### src/afg_map.vh
// Register map, field positions and constants for the amplifier fault, gain and power control block
`ifndef AFG_MAP_VH
`define AFG_MAP_VH

// ----------------------------------------
// Register word index (byte address is four times the index)
// ----------------------------------------
`define AFG_OFF_MODE 3'h0
`define AFG_OFF_DIAG 3'h1
`define AFG_OFF_MASK 3'h2
`define AFG_OFF_GAIN1 3'h3
`define AFG_OFF_GAIN2 3'h4
`define AFG_OFF_IRQ_STAT 3'h5
`define AFG_OFF_IRQ_MASK 3'h6
`define AFG_OFF_STATUS 3'h7

// ----------------------------------------
// Field positions
// ----------------------------------------
`define AFG_MODE_IN1 2
`define AFG_MODE_IN2 3
`define AFG_MODE_PWR 4
`define AFG_DIAG_ILIM 1
`define AFG_DIAG_CLR 2
`define AFG_DIAG_CONT 3
`define AFG_DIAG_EN 4
`define AFG_FLT_SHORT 0
`define AFG_FLT_OPEN 1
`define AFG_FLT_RAIL 2
`define AFG_FLT_OVC 3
`define AFG_FLT_THERM 4
`define AFG_IRQ_FAULT 0
`define AFG_IRQ_CLEARED 1

// ----------------------------------------
// Widths and reset values
// ----------------------------------------
`define AFG_NFLT 5
`define AFG_GAIN_W 5
`define AFG_DB_W 9
`define AFG_GAIN_DB_RST (-9'sd160)
`define AFG_NIRQ 2
`define AFG_MODE_RST 5'h00
`define AFG_DIAG_RST 5'h00
`define AFG_MASK_RST 5'h00
`define AFG_GAIN_RST 5'h00
`define AFG_ADDR_W 5

`endif

### src/afg_top.v
// Amplifier control block: AXI4-Lite registers, fault flag, gain decode and power control
//
// Our own choices: the AXI4-Lite interface to the registers and the address map.
`timescale 1ns/100ps
`include "afg_map.vh"

module afg_top (
	aclk,
	aresetn,
	s_axi_awaddr,
	s_axi_awvalid,
	s_axi_awready,
	s_axi_wdata,
	s_axi_wstrb,
	s_axi_wvalid,
	s_axi_wready,
	s_axi_bresp,
	s_axi_bvalid,
	s_axi_bready,
	s_axi_araddr,
	s_axi_arvalid,
	s_axi_arready,
	s_axi_rdata,
	s_axi_rresp,
	s_axi_rvalid,
	s_axi_rready,
	fault_short_in,
	fault_open_in,
	fault_rail_in,
	fault_ovc_in,
	fault_therm_in,
	fault_n_o,
	fault_n_oe,
	out_stage_en,
	power_on,
	in1_sel,
	in2_sel,
	ilimit_supply,
	diag_enable,
	diag_continuous,
	gain1_half_db,
	gain2_half_db,
	irq
);

	input wire aclk;
	input wire aresetn;
	input wire [`AFG_ADDR_W-1:0] s_axi_awaddr;
	input wire s_axi_awvalid;
	output wire s_axi_awready;
	input wire [31:0] s_axi_wdata;
	input wire [3:0] s_axi_wstrb;
	input wire s_axi_wvalid;
	output wire s_axi_wready;
	output reg [1:0] s_axi_bresp;
	output reg s_axi_bvalid;
	input wire s_axi_bready;
	input wire [`AFG_ADDR_W-1:0] s_axi_araddr;
	input wire s_axi_arvalid;
	output wire s_axi_arready;
	output reg [31:0] s_axi_rdata;
	output reg [1:0] s_axi_rresp;
	output reg s_axi_rvalid;
	input wire s_axi_rready;
	input wire fault_short_in;
	input wire fault_open_in;
	input wire fault_rail_in;
	input wire fault_ovc_in;
	input wire fault_therm_in;
	output wire fault_n_o;
	output wire fault_n_oe;
	output reg out_stage_en;
	output wire power_on;
	output wire in1_sel;
	output wire in2_sel;
	output wire ilimit_supply;
	output wire diag_enable;
	output wire diag_continuous;
	output reg signed [`AFG_DB_W-1:0] gain1_half_db;
	output reg signed [`AFG_DB_W-1:0] gain2_half_db;
	output wire irq;

	// ----------------------------------------
	// State
	// ----------------------------------------
	reg [4:0] mode_r;
	reg [4:0] diag_r;
	reg [`AFG_NFLT-1:0] mask_r;
	reg [`AFG_GAIN_W-1:0] gain1_r;
	reg [`AFG_GAIN_W-1:0] gain2_r;
	reg [`AFG_NIRQ-1:0] irq_stat_r;
	reg [`AFG_NIRQ-1:0] irq_mask_r;
	reg [`AFG_NFLT-1:0] det_s1_r;
	reg [`AFG_NFLT-1:0] det_s2_r;
	reg aw_hold_r;
	reg w_hold_r;
	reg [`AFG_ADDR_W-1:0] awaddr_r;
	reg [31:0] wdata_r;
	reg [3:0] wstrb_r;
	wire fault_latched;
	wire prot_latched;
	wire [`AFG_NFLT-1:0] fault_src;
	wire clear_pulse;
	wire fault_set_pulse;
	wire signed [`AFG_DB_W-1:0] g1_dec;
	wire signed [`AFG_DB_W-1:0] g2_dec;
	wire [`AFG_NFLT-1:0] det_raw;
	wire wr_go;
	wire [`AFG_NIRQ-1:0] irq_evt;
	wire [31:0] rd_val;
	wire rd_ok;
	wire irq_wr;

	function [31:0] afg_rd;
		input [`AFG_ADDR_W-1:0] a;
		begin
			case (a[`AFG_ADDR_W-1:2])
				`AFG_OFF_MODE: afg_rd = {27'h0, mode_r};
				`AFG_OFF_DIAG: afg_rd = {27'h0, diag_r};
				`AFG_OFF_MASK: afg_rd = {27'h0, mask_r};
				`AFG_OFF_GAIN1: afg_rd = {27'h0, gain1_r};
				`AFG_OFF_GAIN2: afg_rd = {27'h0, gain2_r};
				`AFG_OFF_IRQ_STAT: afg_rd = {30'h0, irq_stat_r};
				`AFG_OFF_IRQ_MASK: afg_rd = {30'h0, irq_mask_r};
				`AFG_OFF_STATUS: afg_rd = {25'h0, fault_src, prot_latched, fault_latched};
				default: afg_rd = 32'h0;
			endcase
		end
	endfunction

	function afg_mapped;
		input [`AFG_ADDR_W-1:0] a;
		begin
			afg_mapped = (a[`AFG_ADDR_W-1:2] <= `AFG_OFF_STATUS);
		end
	endfunction

	// ----------------------------------------
	// Fault detector inputs
	// ----------------------------------------
	// Analog detectors are asynchronous to aclk; two flops before use
	// A detector level shorter than one clock may be missed
	assign det_raw = {fault_therm_in, fault_ovc_in, fault_rail_in, fault_open_in, fault_short_in};

	always @(posedge aclk) begin
		if (!aresetn) begin
			det_s1_r <= {`AFG_NFLT{1'b0}};
			det_s2_r <= {`AFG_NFLT{1'b0}};
		end else begin
			det_s1_r <= det_raw;
			det_s2_r <= det_s1_r;
		end
	end

	// ----------------------------------------
	// Fault latch and flag pin
	// ----------------------------------------
	afg_fault_ctl u_fault (
		.aclk(aclk),
		.aresetn(aresetn),
		.fault_det(det_s2_r),
		.fault_mask(mask_r),
		.diag_fault_clear(diag_r[`AFG_DIAG_CLR]),
		.fault_latched_r(fault_latched),
		.prot_latched_r(prot_latched),
		.fault_src_r(fault_src),
		.clear_pulse(clear_pulse),
		.fault_set_pulse(fault_set_pulse)
	);

	// Open drain: data is always low, only the enable moves
	assign fault_n_o = 1'b0;
	assign fault_n_oe = fault_latched;

	// ----------------------------------------
	// Power and output stage
	// ----------------------------------------
	assign power_on = mode_r[`AFG_MODE_PWR];
	assign in1_sel = mode_r[`AFG_MODE_IN1];
	assign in2_sel = mode_r[`AFG_MODE_IN2];
	assign ilimit_supply = diag_r[`AFG_DIAG_ILIM];
	assign diag_enable = diag_r[`AFG_DIAG_EN];
	assign diag_continuous = diag_r[`AFG_DIAG_CONT];

	// Gains are registered, so a new code shows one clock after it is written
	// Live thermal input also cuts the stage the same cycle the latch sets
	always @(posedge aclk) begin
		if (!aresetn) begin
			out_stage_en <= 1'b0;
			gain1_half_db <= `AFG_GAIN_DB_RST;
			gain2_half_db <= `AFG_GAIN_DB_RST;
		end else begin
			out_stage_en <= power_on & ~prot_latched & ~det_s2_r[`AFG_FLT_THERM];
			gain1_half_db <= g1_dec;
			gain2_half_db <= g2_dec;
		end
	end

	afg_gain_dec u_g1 (
		.code(gain1_r),
		.half_db(g1_dec)
	);

	afg_gain_dec u_g2 (
		.code(gain2_r),
		.half_db(g2_dec)
	);

	// ----------------------------------------
	// AXI4-Lite write
	// ----------------------------------------
	assign s_axi_awready = ~aw_hold_r & ~s_axi_bvalid;
	assign s_axi_wready = ~w_hold_r & ~s_axi_bvalid;
	// Address and data are held apart, so either may arrive first
	assign wr_go = aw_hold_r & w_hold_r;
	assign irq_evt = {clear_pulse & fault_latched, fault_set_pulse};
	assign irq = |(irq_stat_r & irq_mask_r);

	always @(posedge aclk) begin
		if (!aresetn) begin
			aw_hold_r <= 1'b0;
			w_hold_r <= 1'b0;
			awaddr_r <= {`AFG_ADDR_W{1'b0}};
			wdata_r <= 32'h0;
			wstrb_r <= 4'h0;
			s_axi_bvalid <= 1'b0;
			s_axi_bresp <= 2'h0;
			mode_r <= `AFG_MODE_RST;
			diag_r <= `AFG_DIAG_RST;
			mask_r <= `AFG_MASK_RST;
			gain1_r <= `AFG_GAIN_RST;
			gain2_r <= `AFG_GAIN_RST;
			irq_mask_r <= {`AFG_NIRQ{1'b0}};
		end else begin
			if (s_axi_awvalid && s_axi_awready) begin
				aw_hold_r <= 1'b1;
				awaddr_r <= s_axi_awaddr;
			end
			if (s_axi_wvalid && s_axi_wready) begin
				w_hold_r <= 1'b1;
				wdata_r <= s_axi_wdata;
				wstrb_r <= s_axi_wstrb;
			end
			if (s_axi_bvalid && s_axi_bready) begin
				s_axi_bvalid <= 1'b0;
			end
			if (wr_go) begin
				aw_hold_r <= 1'b0;
				w_hold_r <= 1'b0;
				s_axi_bvalid <= 1'b1;
				s_axi_bresp <= afg_mapped(awaddr_r) ? 2'h0 : 2'h2;
				if (wstrb_r[0]) begin
					case (awaddr_r[`AFG_ADDR_W-1:2])
						`AFG_OFF_MODE: mode_r <= wdata_r[4:0];
						`AFG_OFF_DIAG: diag_r <= wdata_r[4:0];
						`AFG_OFF_MASK: mask_r <= wdata_r[4:0];
						`AFG_OFF_GAIN1: gain1_r <= wdata_r[4:0];
						`AFG_OFF_GAIN2: gain2_r <= wdata_r[4:0];
						`AFG_OFF_IRQ_MASK: irq_mask_r <= wdata_r[1:0];
						default: mode_r <= mode_r;
					endcase
				end
			end
		end
	end

	// ----------------------------------------
	// Interrupt status
	// ----------------------------------------
	// Write-one-clear and a new event in one cycle: the event wins so no fault goes unreported
	assign irq_wr = wr_go & wstrb_r[0] & (awaddr_r[`AFG_ADDR_W-1:2] == `AFG_OFF_IRQ_STAT);

	always @(posedge aclk) begin
		if (!aresetn) begin
			irq_stat_r <= {`AFG_NIRQ{1'b0}};
		end else if (irq_wr) begin
			irq_stat_r <= (irq_stat_r & ~wdata_r[`AFG_NIRQ-1:0]) | irq_evt;
		end else begin
			irq_stat_r <= irq_stat_r | irq_evt;
		end
	end

	// ----------------------------------------
	// AXI4-Lite read
	// ----------------------------------------
	// One read in flight: arready stays low until the data is taken
	assign s_axi_arready = ~s_axi_rvalid;
	assign rd_val = afg_rd(s_axi_araddr);
	assign rd_ok = afg_mapped(s_axi_araddr);

	always @(posedge aclk) begin
		if (!aresetn) begin
			s_axi_rvalid <= 1'b0;
			s_axi_rdata <= 32'h0;
			s_axi_rresp <= 2'h0;
		end else if (s_axi_arvalid && s_axi_arready) begin
			s_axi_rvalid <= 1'b1;
			s_axi_rdata <= rd_val;
			s_axi_rresp <= rd_ok ? 2'h0 : 2'h2;
		end else if (s_axi_rready) begin
			s_axi_rvalid <= 1'b0;
		end
	end

endmodule // afg_top

### src/afg_gain_dec.v
// Gain code to signed half-dB decoder for one input path
`timescale 1ns/100ps
`include "afg_map.vh"

module afg_gain_dec (
	input wire [`AFG_GAIN_W-1:0] code,
	output reg signed [`AFG_DB_W-1:0] half_db
);

	// ----------------------------------------
	// Decode
	// ----------------------------------------
	// Gain in units of 0.5 dB so every table entry is an integer; -80 dB needs nine signed bits
	always @* begin
		case (code)
			5'h00: half_db = -9'sd160;
			5'h01: half_db = -9'sd108;
			5'h02: half_db = -9'sd81;
			5'h03: half_db = -9'sd69;
			5'h04: half_db = -9'sd60;
			5'h05: half_db = -9'sd54;
			5'h06: half_db = -9'sd48;
			5'h07: half_db = -9'sd42;
			5'h08: half_db = -9'sd36;
			5'h09: half_db = -9'sd30;
			default: half_db = $signed({4'h0, code}) * 9'sd3 - 9'sd57;
		endcase
	end

endmodule // afg_gain_dec

### src/afg_fault_ctl.v
// Fault latch, protection latch and clear-toggle detection
`timescale 1ns/100ps
`include "afg_map.vh"

module afg_fault_ctl (
	input wire aclk,
	input wire aresetn,
	input wire [`AFG_NFLT-1:0] fault_det,
	input wire [`AFG_NFLT-1:0] fault_mask,
	input wire diag_fault_clear,
	output reg fault_latched_r,
	output reg prot_latched_r,
	output reg [`AFG_NFLT-1:0] fault_src_r,
	output wire clear_pulse,
	output wire fault_set_pulse
);

	reg clr_prev_r;
	wire [`AFG_NFLT-1:0] flag_hit;
	wire prot_hit;

	assign flag_hit = fault_det & ~fault_mask;
	assign prot_hit = |fault_det;
	// Any edge of the clear bit counts as a toggle
	assign clear_pulse = diag_fault_clear ^ clr_prev_r;
	assign fault_set_pulse = (|flag_hit) & ~fault_latched_r;

	// ----------------------------------------
	// Latches
	// ----------------------------------------
	// A fault in the clearing cycle wins, so an ongoing fault cannot be cleared away
	always @(posedge aclk) begin
		if (!aresetn) begin
			clr_prev_r <= 1'b0;
			fault_latched_r <= 1'b0;
			prot_latched_r <= 1'b0;
			fault_src_r <= {`AFG_NFLT{1'b0}};
		end else begin
			clr_prev_r <= diag_fault_clear;
			if (|flag_hit) begin
				fault_latched_r <= 1'b1;
			end else if (clear_pulse) begin
				fault_latched_r <= 1'b0;
			end
			if (prot_hit) begin
				prot_latched_r <= 1'b1;
			end else if (clear_pulse) begin
				prot_latched_r <= 1'b0;
			end
			if (clear_pulse && !prot_hit) begin
				fault_src_r <= {`AFG_NFLT{1'b0}};
			end else begin
				fault_src_r <= fault_src_r | fault_det;
			end
		end
	end

endmodule // afg_fault_ctl

### config.mk
export PLATFORM = sky130hd
export DESIGN_NAME = afg_top
export DESIGN_NICKNAME = d
export VERILOG_FILES = /design/src/afg_top.v /design/src/afg_gain_dec.v /design/src/afg_fault_ctl.v
export VERILOG_INCLUDE_DIRS = /design/src
export SDC_FILE = /design/constraint.sdc
export NUM_CORES = 1
export LEC_CHECK = 0
export BUFFER_PORTS_ARGS = -buffer_cell sky130_fd_sc_hd__buf_2
export CORE_UTILIZATION = 53
export CTS_CLUSTER_SIZE = 12
export DETAILED_ROUTE_END_ITERATION = 12
export PLACE_DENSITY = 0.81
export SYNTH_ARGS = -nofsm -noshare
export SYNTH_HDL_FRONTEND = slang
export SYNTH_SLANG_ARGS = --single-unit
### constraint.sdc
create_clock -name aclk -period 2.8 [get_ports aclk]
set_input_delay 0.14 -clock aclk [delete_from_list [all_inputs] [get_ports aclk]]
set_output_delay 0.14 -clock aclk [all_outputs]
set_load 0.01 [all_outputs]
==> results.py <==
metrics = {
    "pwr": {
        "p_per_area_nw_per_um2": 469,
        "power_w": 0.00242,
        "p_leak_nw": 2.30,
        "peakVddDrop_uv": 355,
    },
    "yosys": {
        "synth-seq-cells": 88,
        "synth-async-reset-ratio_pct": 0,
        "synth_top_area_share_pct": 38.0,
        "ys_seq_area_share_pct": 38.0,
        "synth_edf_count": 0,
        "synth_top_area_cell": "dfxtp_1",
        "yosys_warnings": 0,
        "synth.area.top_cells": "dfxtp_1 38%, mux2i_1 8.0%, ha_1 6.8%",
        "ys.flop_type": "dfxtp_1",
        "ys_types": 59,
        "syn_area_per_cell_um2": 8.62,
        "synthCells": 537,
        "synth_area_um2": 4630,
    },
    "cts": {
        "clock-sinks": 88,
        "cts_resized": 0,
        "cts-root-buf": "clkbuf_8",
        "cts_inserted_buffers": 9,
        "worstSkewPairLatency_ps": 360,
        "clkTransAtPathRegs_ps": 90,
        "cts_tree": "yes",
        "clk_path_buf_depth": 2,
        "htreeDepth": 3,
    },
    "sta": {
        "hold_violations": 0,
        "max_freq_mhz": 397,
        "maxSlewHeadroom_pct": 58.7,
        "layout_setup_ws_ps": 281,
        "post-route-period-util_pct": 90.0,
        "setup_violations": 0,
        "fin_skew_ps": 10.5,
        "whs_ps": 4.75,
        "timing.final.crit_period_ps": 2520,
        "rsz0062_at_grt": "false",
        "slew_viol_final": 0,
        "finalSetupTns_ps": 0,
        "worst-slew-pin-transition_ps": 616,
    },
    "cells_and_area": {
        "final_cell_mix": "88 x dfxtp_1, 81 x nor2_1, 64 x buf_2, 37 x mux2i_1, 35 x nand2_1",
        "drive_above_1_share_pct": 15.2,
        "final_cells": 703,
        "top_regs": "gain1_half_db: 9 flops, gain2_half_db: 9 flops, s_axi_rdata: 7 flops",
        "n_antenna_cell": 0,
        "fill_cells": 700,
        "final_common_cell": "dfxtp_1",
        "area_growth_pct": 11.4,
        "fin_nets": 678,
    },
    "placed_design": {
        "gp_congestion": 0.833,
        "hpwl_um": 7350,
        "dp_worst_setup_slack_ps": 319,
        "io_buffers": 64,
        "dp.cells": 681,
    },
    "routing": {
        "vias": 3852,
        "drc": 0,
        "avgRoutedWirePerCell_um": 14.4,
        "antenna_left": 0,
        "drt_iter0_markers": 178,
        "vias_per_cell": 5.48,
        "firstDrtPassIters": 6,
        "wirelength_um": 10100,
    },
    "floorplanning": {
        "rows": 33,
        "die_w_um": 95.5,
        "initial_core_util_pct": 55.5,
        "core_um2": 8340,
        "io_pins": 127,
        "dieArea_um2": 9110,
        "die_h_um": 95.5,
    },
    "setup_path": {
        "cp_max_fo": 9,
        "crit_arrival_ps": 2820,
        "start_kind": "register",
        "end_kind": "register",
        "required_ps": 3100,
        "worst-setup-path-type": "reg -> reg",
    },
    "global_routing": {
        "grt_pass1_wl_um": 16300,
        "grt_overflow": 0,
        "antenna_found_initial": 0,
        "grt_pass1_vias": 3517,
        "grtUsageTotal_pct": 23.1,
        "grt_max_degree": 33,
    },
    "min_path": {
        "hp-class": "in -> reg",
    },
    "run": {
        "maxCapViolCount": 0,
    },
    "status": {
        "status": "complete, no violations",
    },
}
-- layout make-up --
| cell class | count | area [um2] | share of cell area, % |
|---|---|---|---|
| Sequential cell | 88 | 1760 | 34.2 |
| Timing Repair Buffer | 73 | 403 | 7.81 |
| Inverter | 21 | 78.8 | 1.53 |
| Tap cell | 105 | 131 | 2.55 |
| Multi-Input combinational cell | 400 | 2570 | 49.9 |
| Clock inverter | 6 | 73.8 | 1.43 |
| Clock buffer | 10 | 138 | 2.67 |
-- metrics by stage --
step | util, % | area (um2)
global placement | 58.6 | 4890
finish | 61.8 | 5160
floorplan | - | 4730
CTS | 61.8 | 5160
global route | 61.8 | 5160
detailed placement | 58.6 | 4890
-- cell families after synthesis --
kind of cell	share of synthesized area (%)
xor+xnor	2.95
flops	38.0
simple gates	19.9
other cells	0.0810
compound gates	14.3
fa+ha+maj	7.62
mux	8.48
buf+inv	8.62
-- final timing paths --
check                           from                     endpoint  slack [ps]  cells after the start
min                   s_axi_wdata[3]      wdata_r[3]$_SDFFE_PN0P_           5                      3
max          gain1_r[1]$_SDFFE_PN0P_  gain1_half_db[6]$_SDFF_PN1_         280                      7
max reg2reg  gain1_r[1]$_SDFFE_PN0P_  gain1_half_db[6]$_SDFF_PN1_         280                      7
min reg2reg   det_s1_r[3]$_SDFF_PN0_       det_s2_r[3]$_SDFF_PN0_         440                      1
-- report_power, final --
part           total (W)  internal [W]  switching, W
combinational   0.000177     0.0000707      0.000106
sequential       0.00132       0.00128     0.0000359
clock           0.000926      0.000448      0.000478
total            0.00242       0.00180      0.000620
-- synth_stat cells, types with 4 or more instances --
cell       n
a211oi_1   4
a21o_1     4
a21oi_1   34
a31oi_1    4
and2_1    14
and3_1     5
buf_4     28
clkbuf_1  23
dfxtp_1   88
ha_1      25
inv_1     20
mux2i_1   37
nand2_1   35
nand2b_1   8
nand3_1    8
nand3b_1   6
nor2_1    81
nor2b_1    5
nor3_1     6
nor3b_1    4
o211ai_1   5
o21a_1     4
o21ai_0   15
o31a_1     5
or3_1      4
xnor2_1    8
xor2_1     5
-- per-layer routing --
layer  GRT usage, %  share of wire [%]  up-vias  wire (um)
li1               -                  -     1892          -
met1           27.2                 42     1791       4290
met2           41.3                 50      144       5110
met3           4.15                5.0       25        511
met4           8.83                2.3        0        233
met5              0                  0        -          0
-- what timing repair did --
action                    in CTS  in global routing
hold buffers                   6                  0
hold endpoints to repair       6                  0
buffers inserted               0                  0
-- critical path: stages, from the launching register on --
cell      delay [ps]
dfxtp_1          520
inv_1            140
ha_1             270
and2b_1          190
o21a_1           150
or4_4            560
or4_4            560
o211ai_2          80
(Power assumes the default switching activity.)
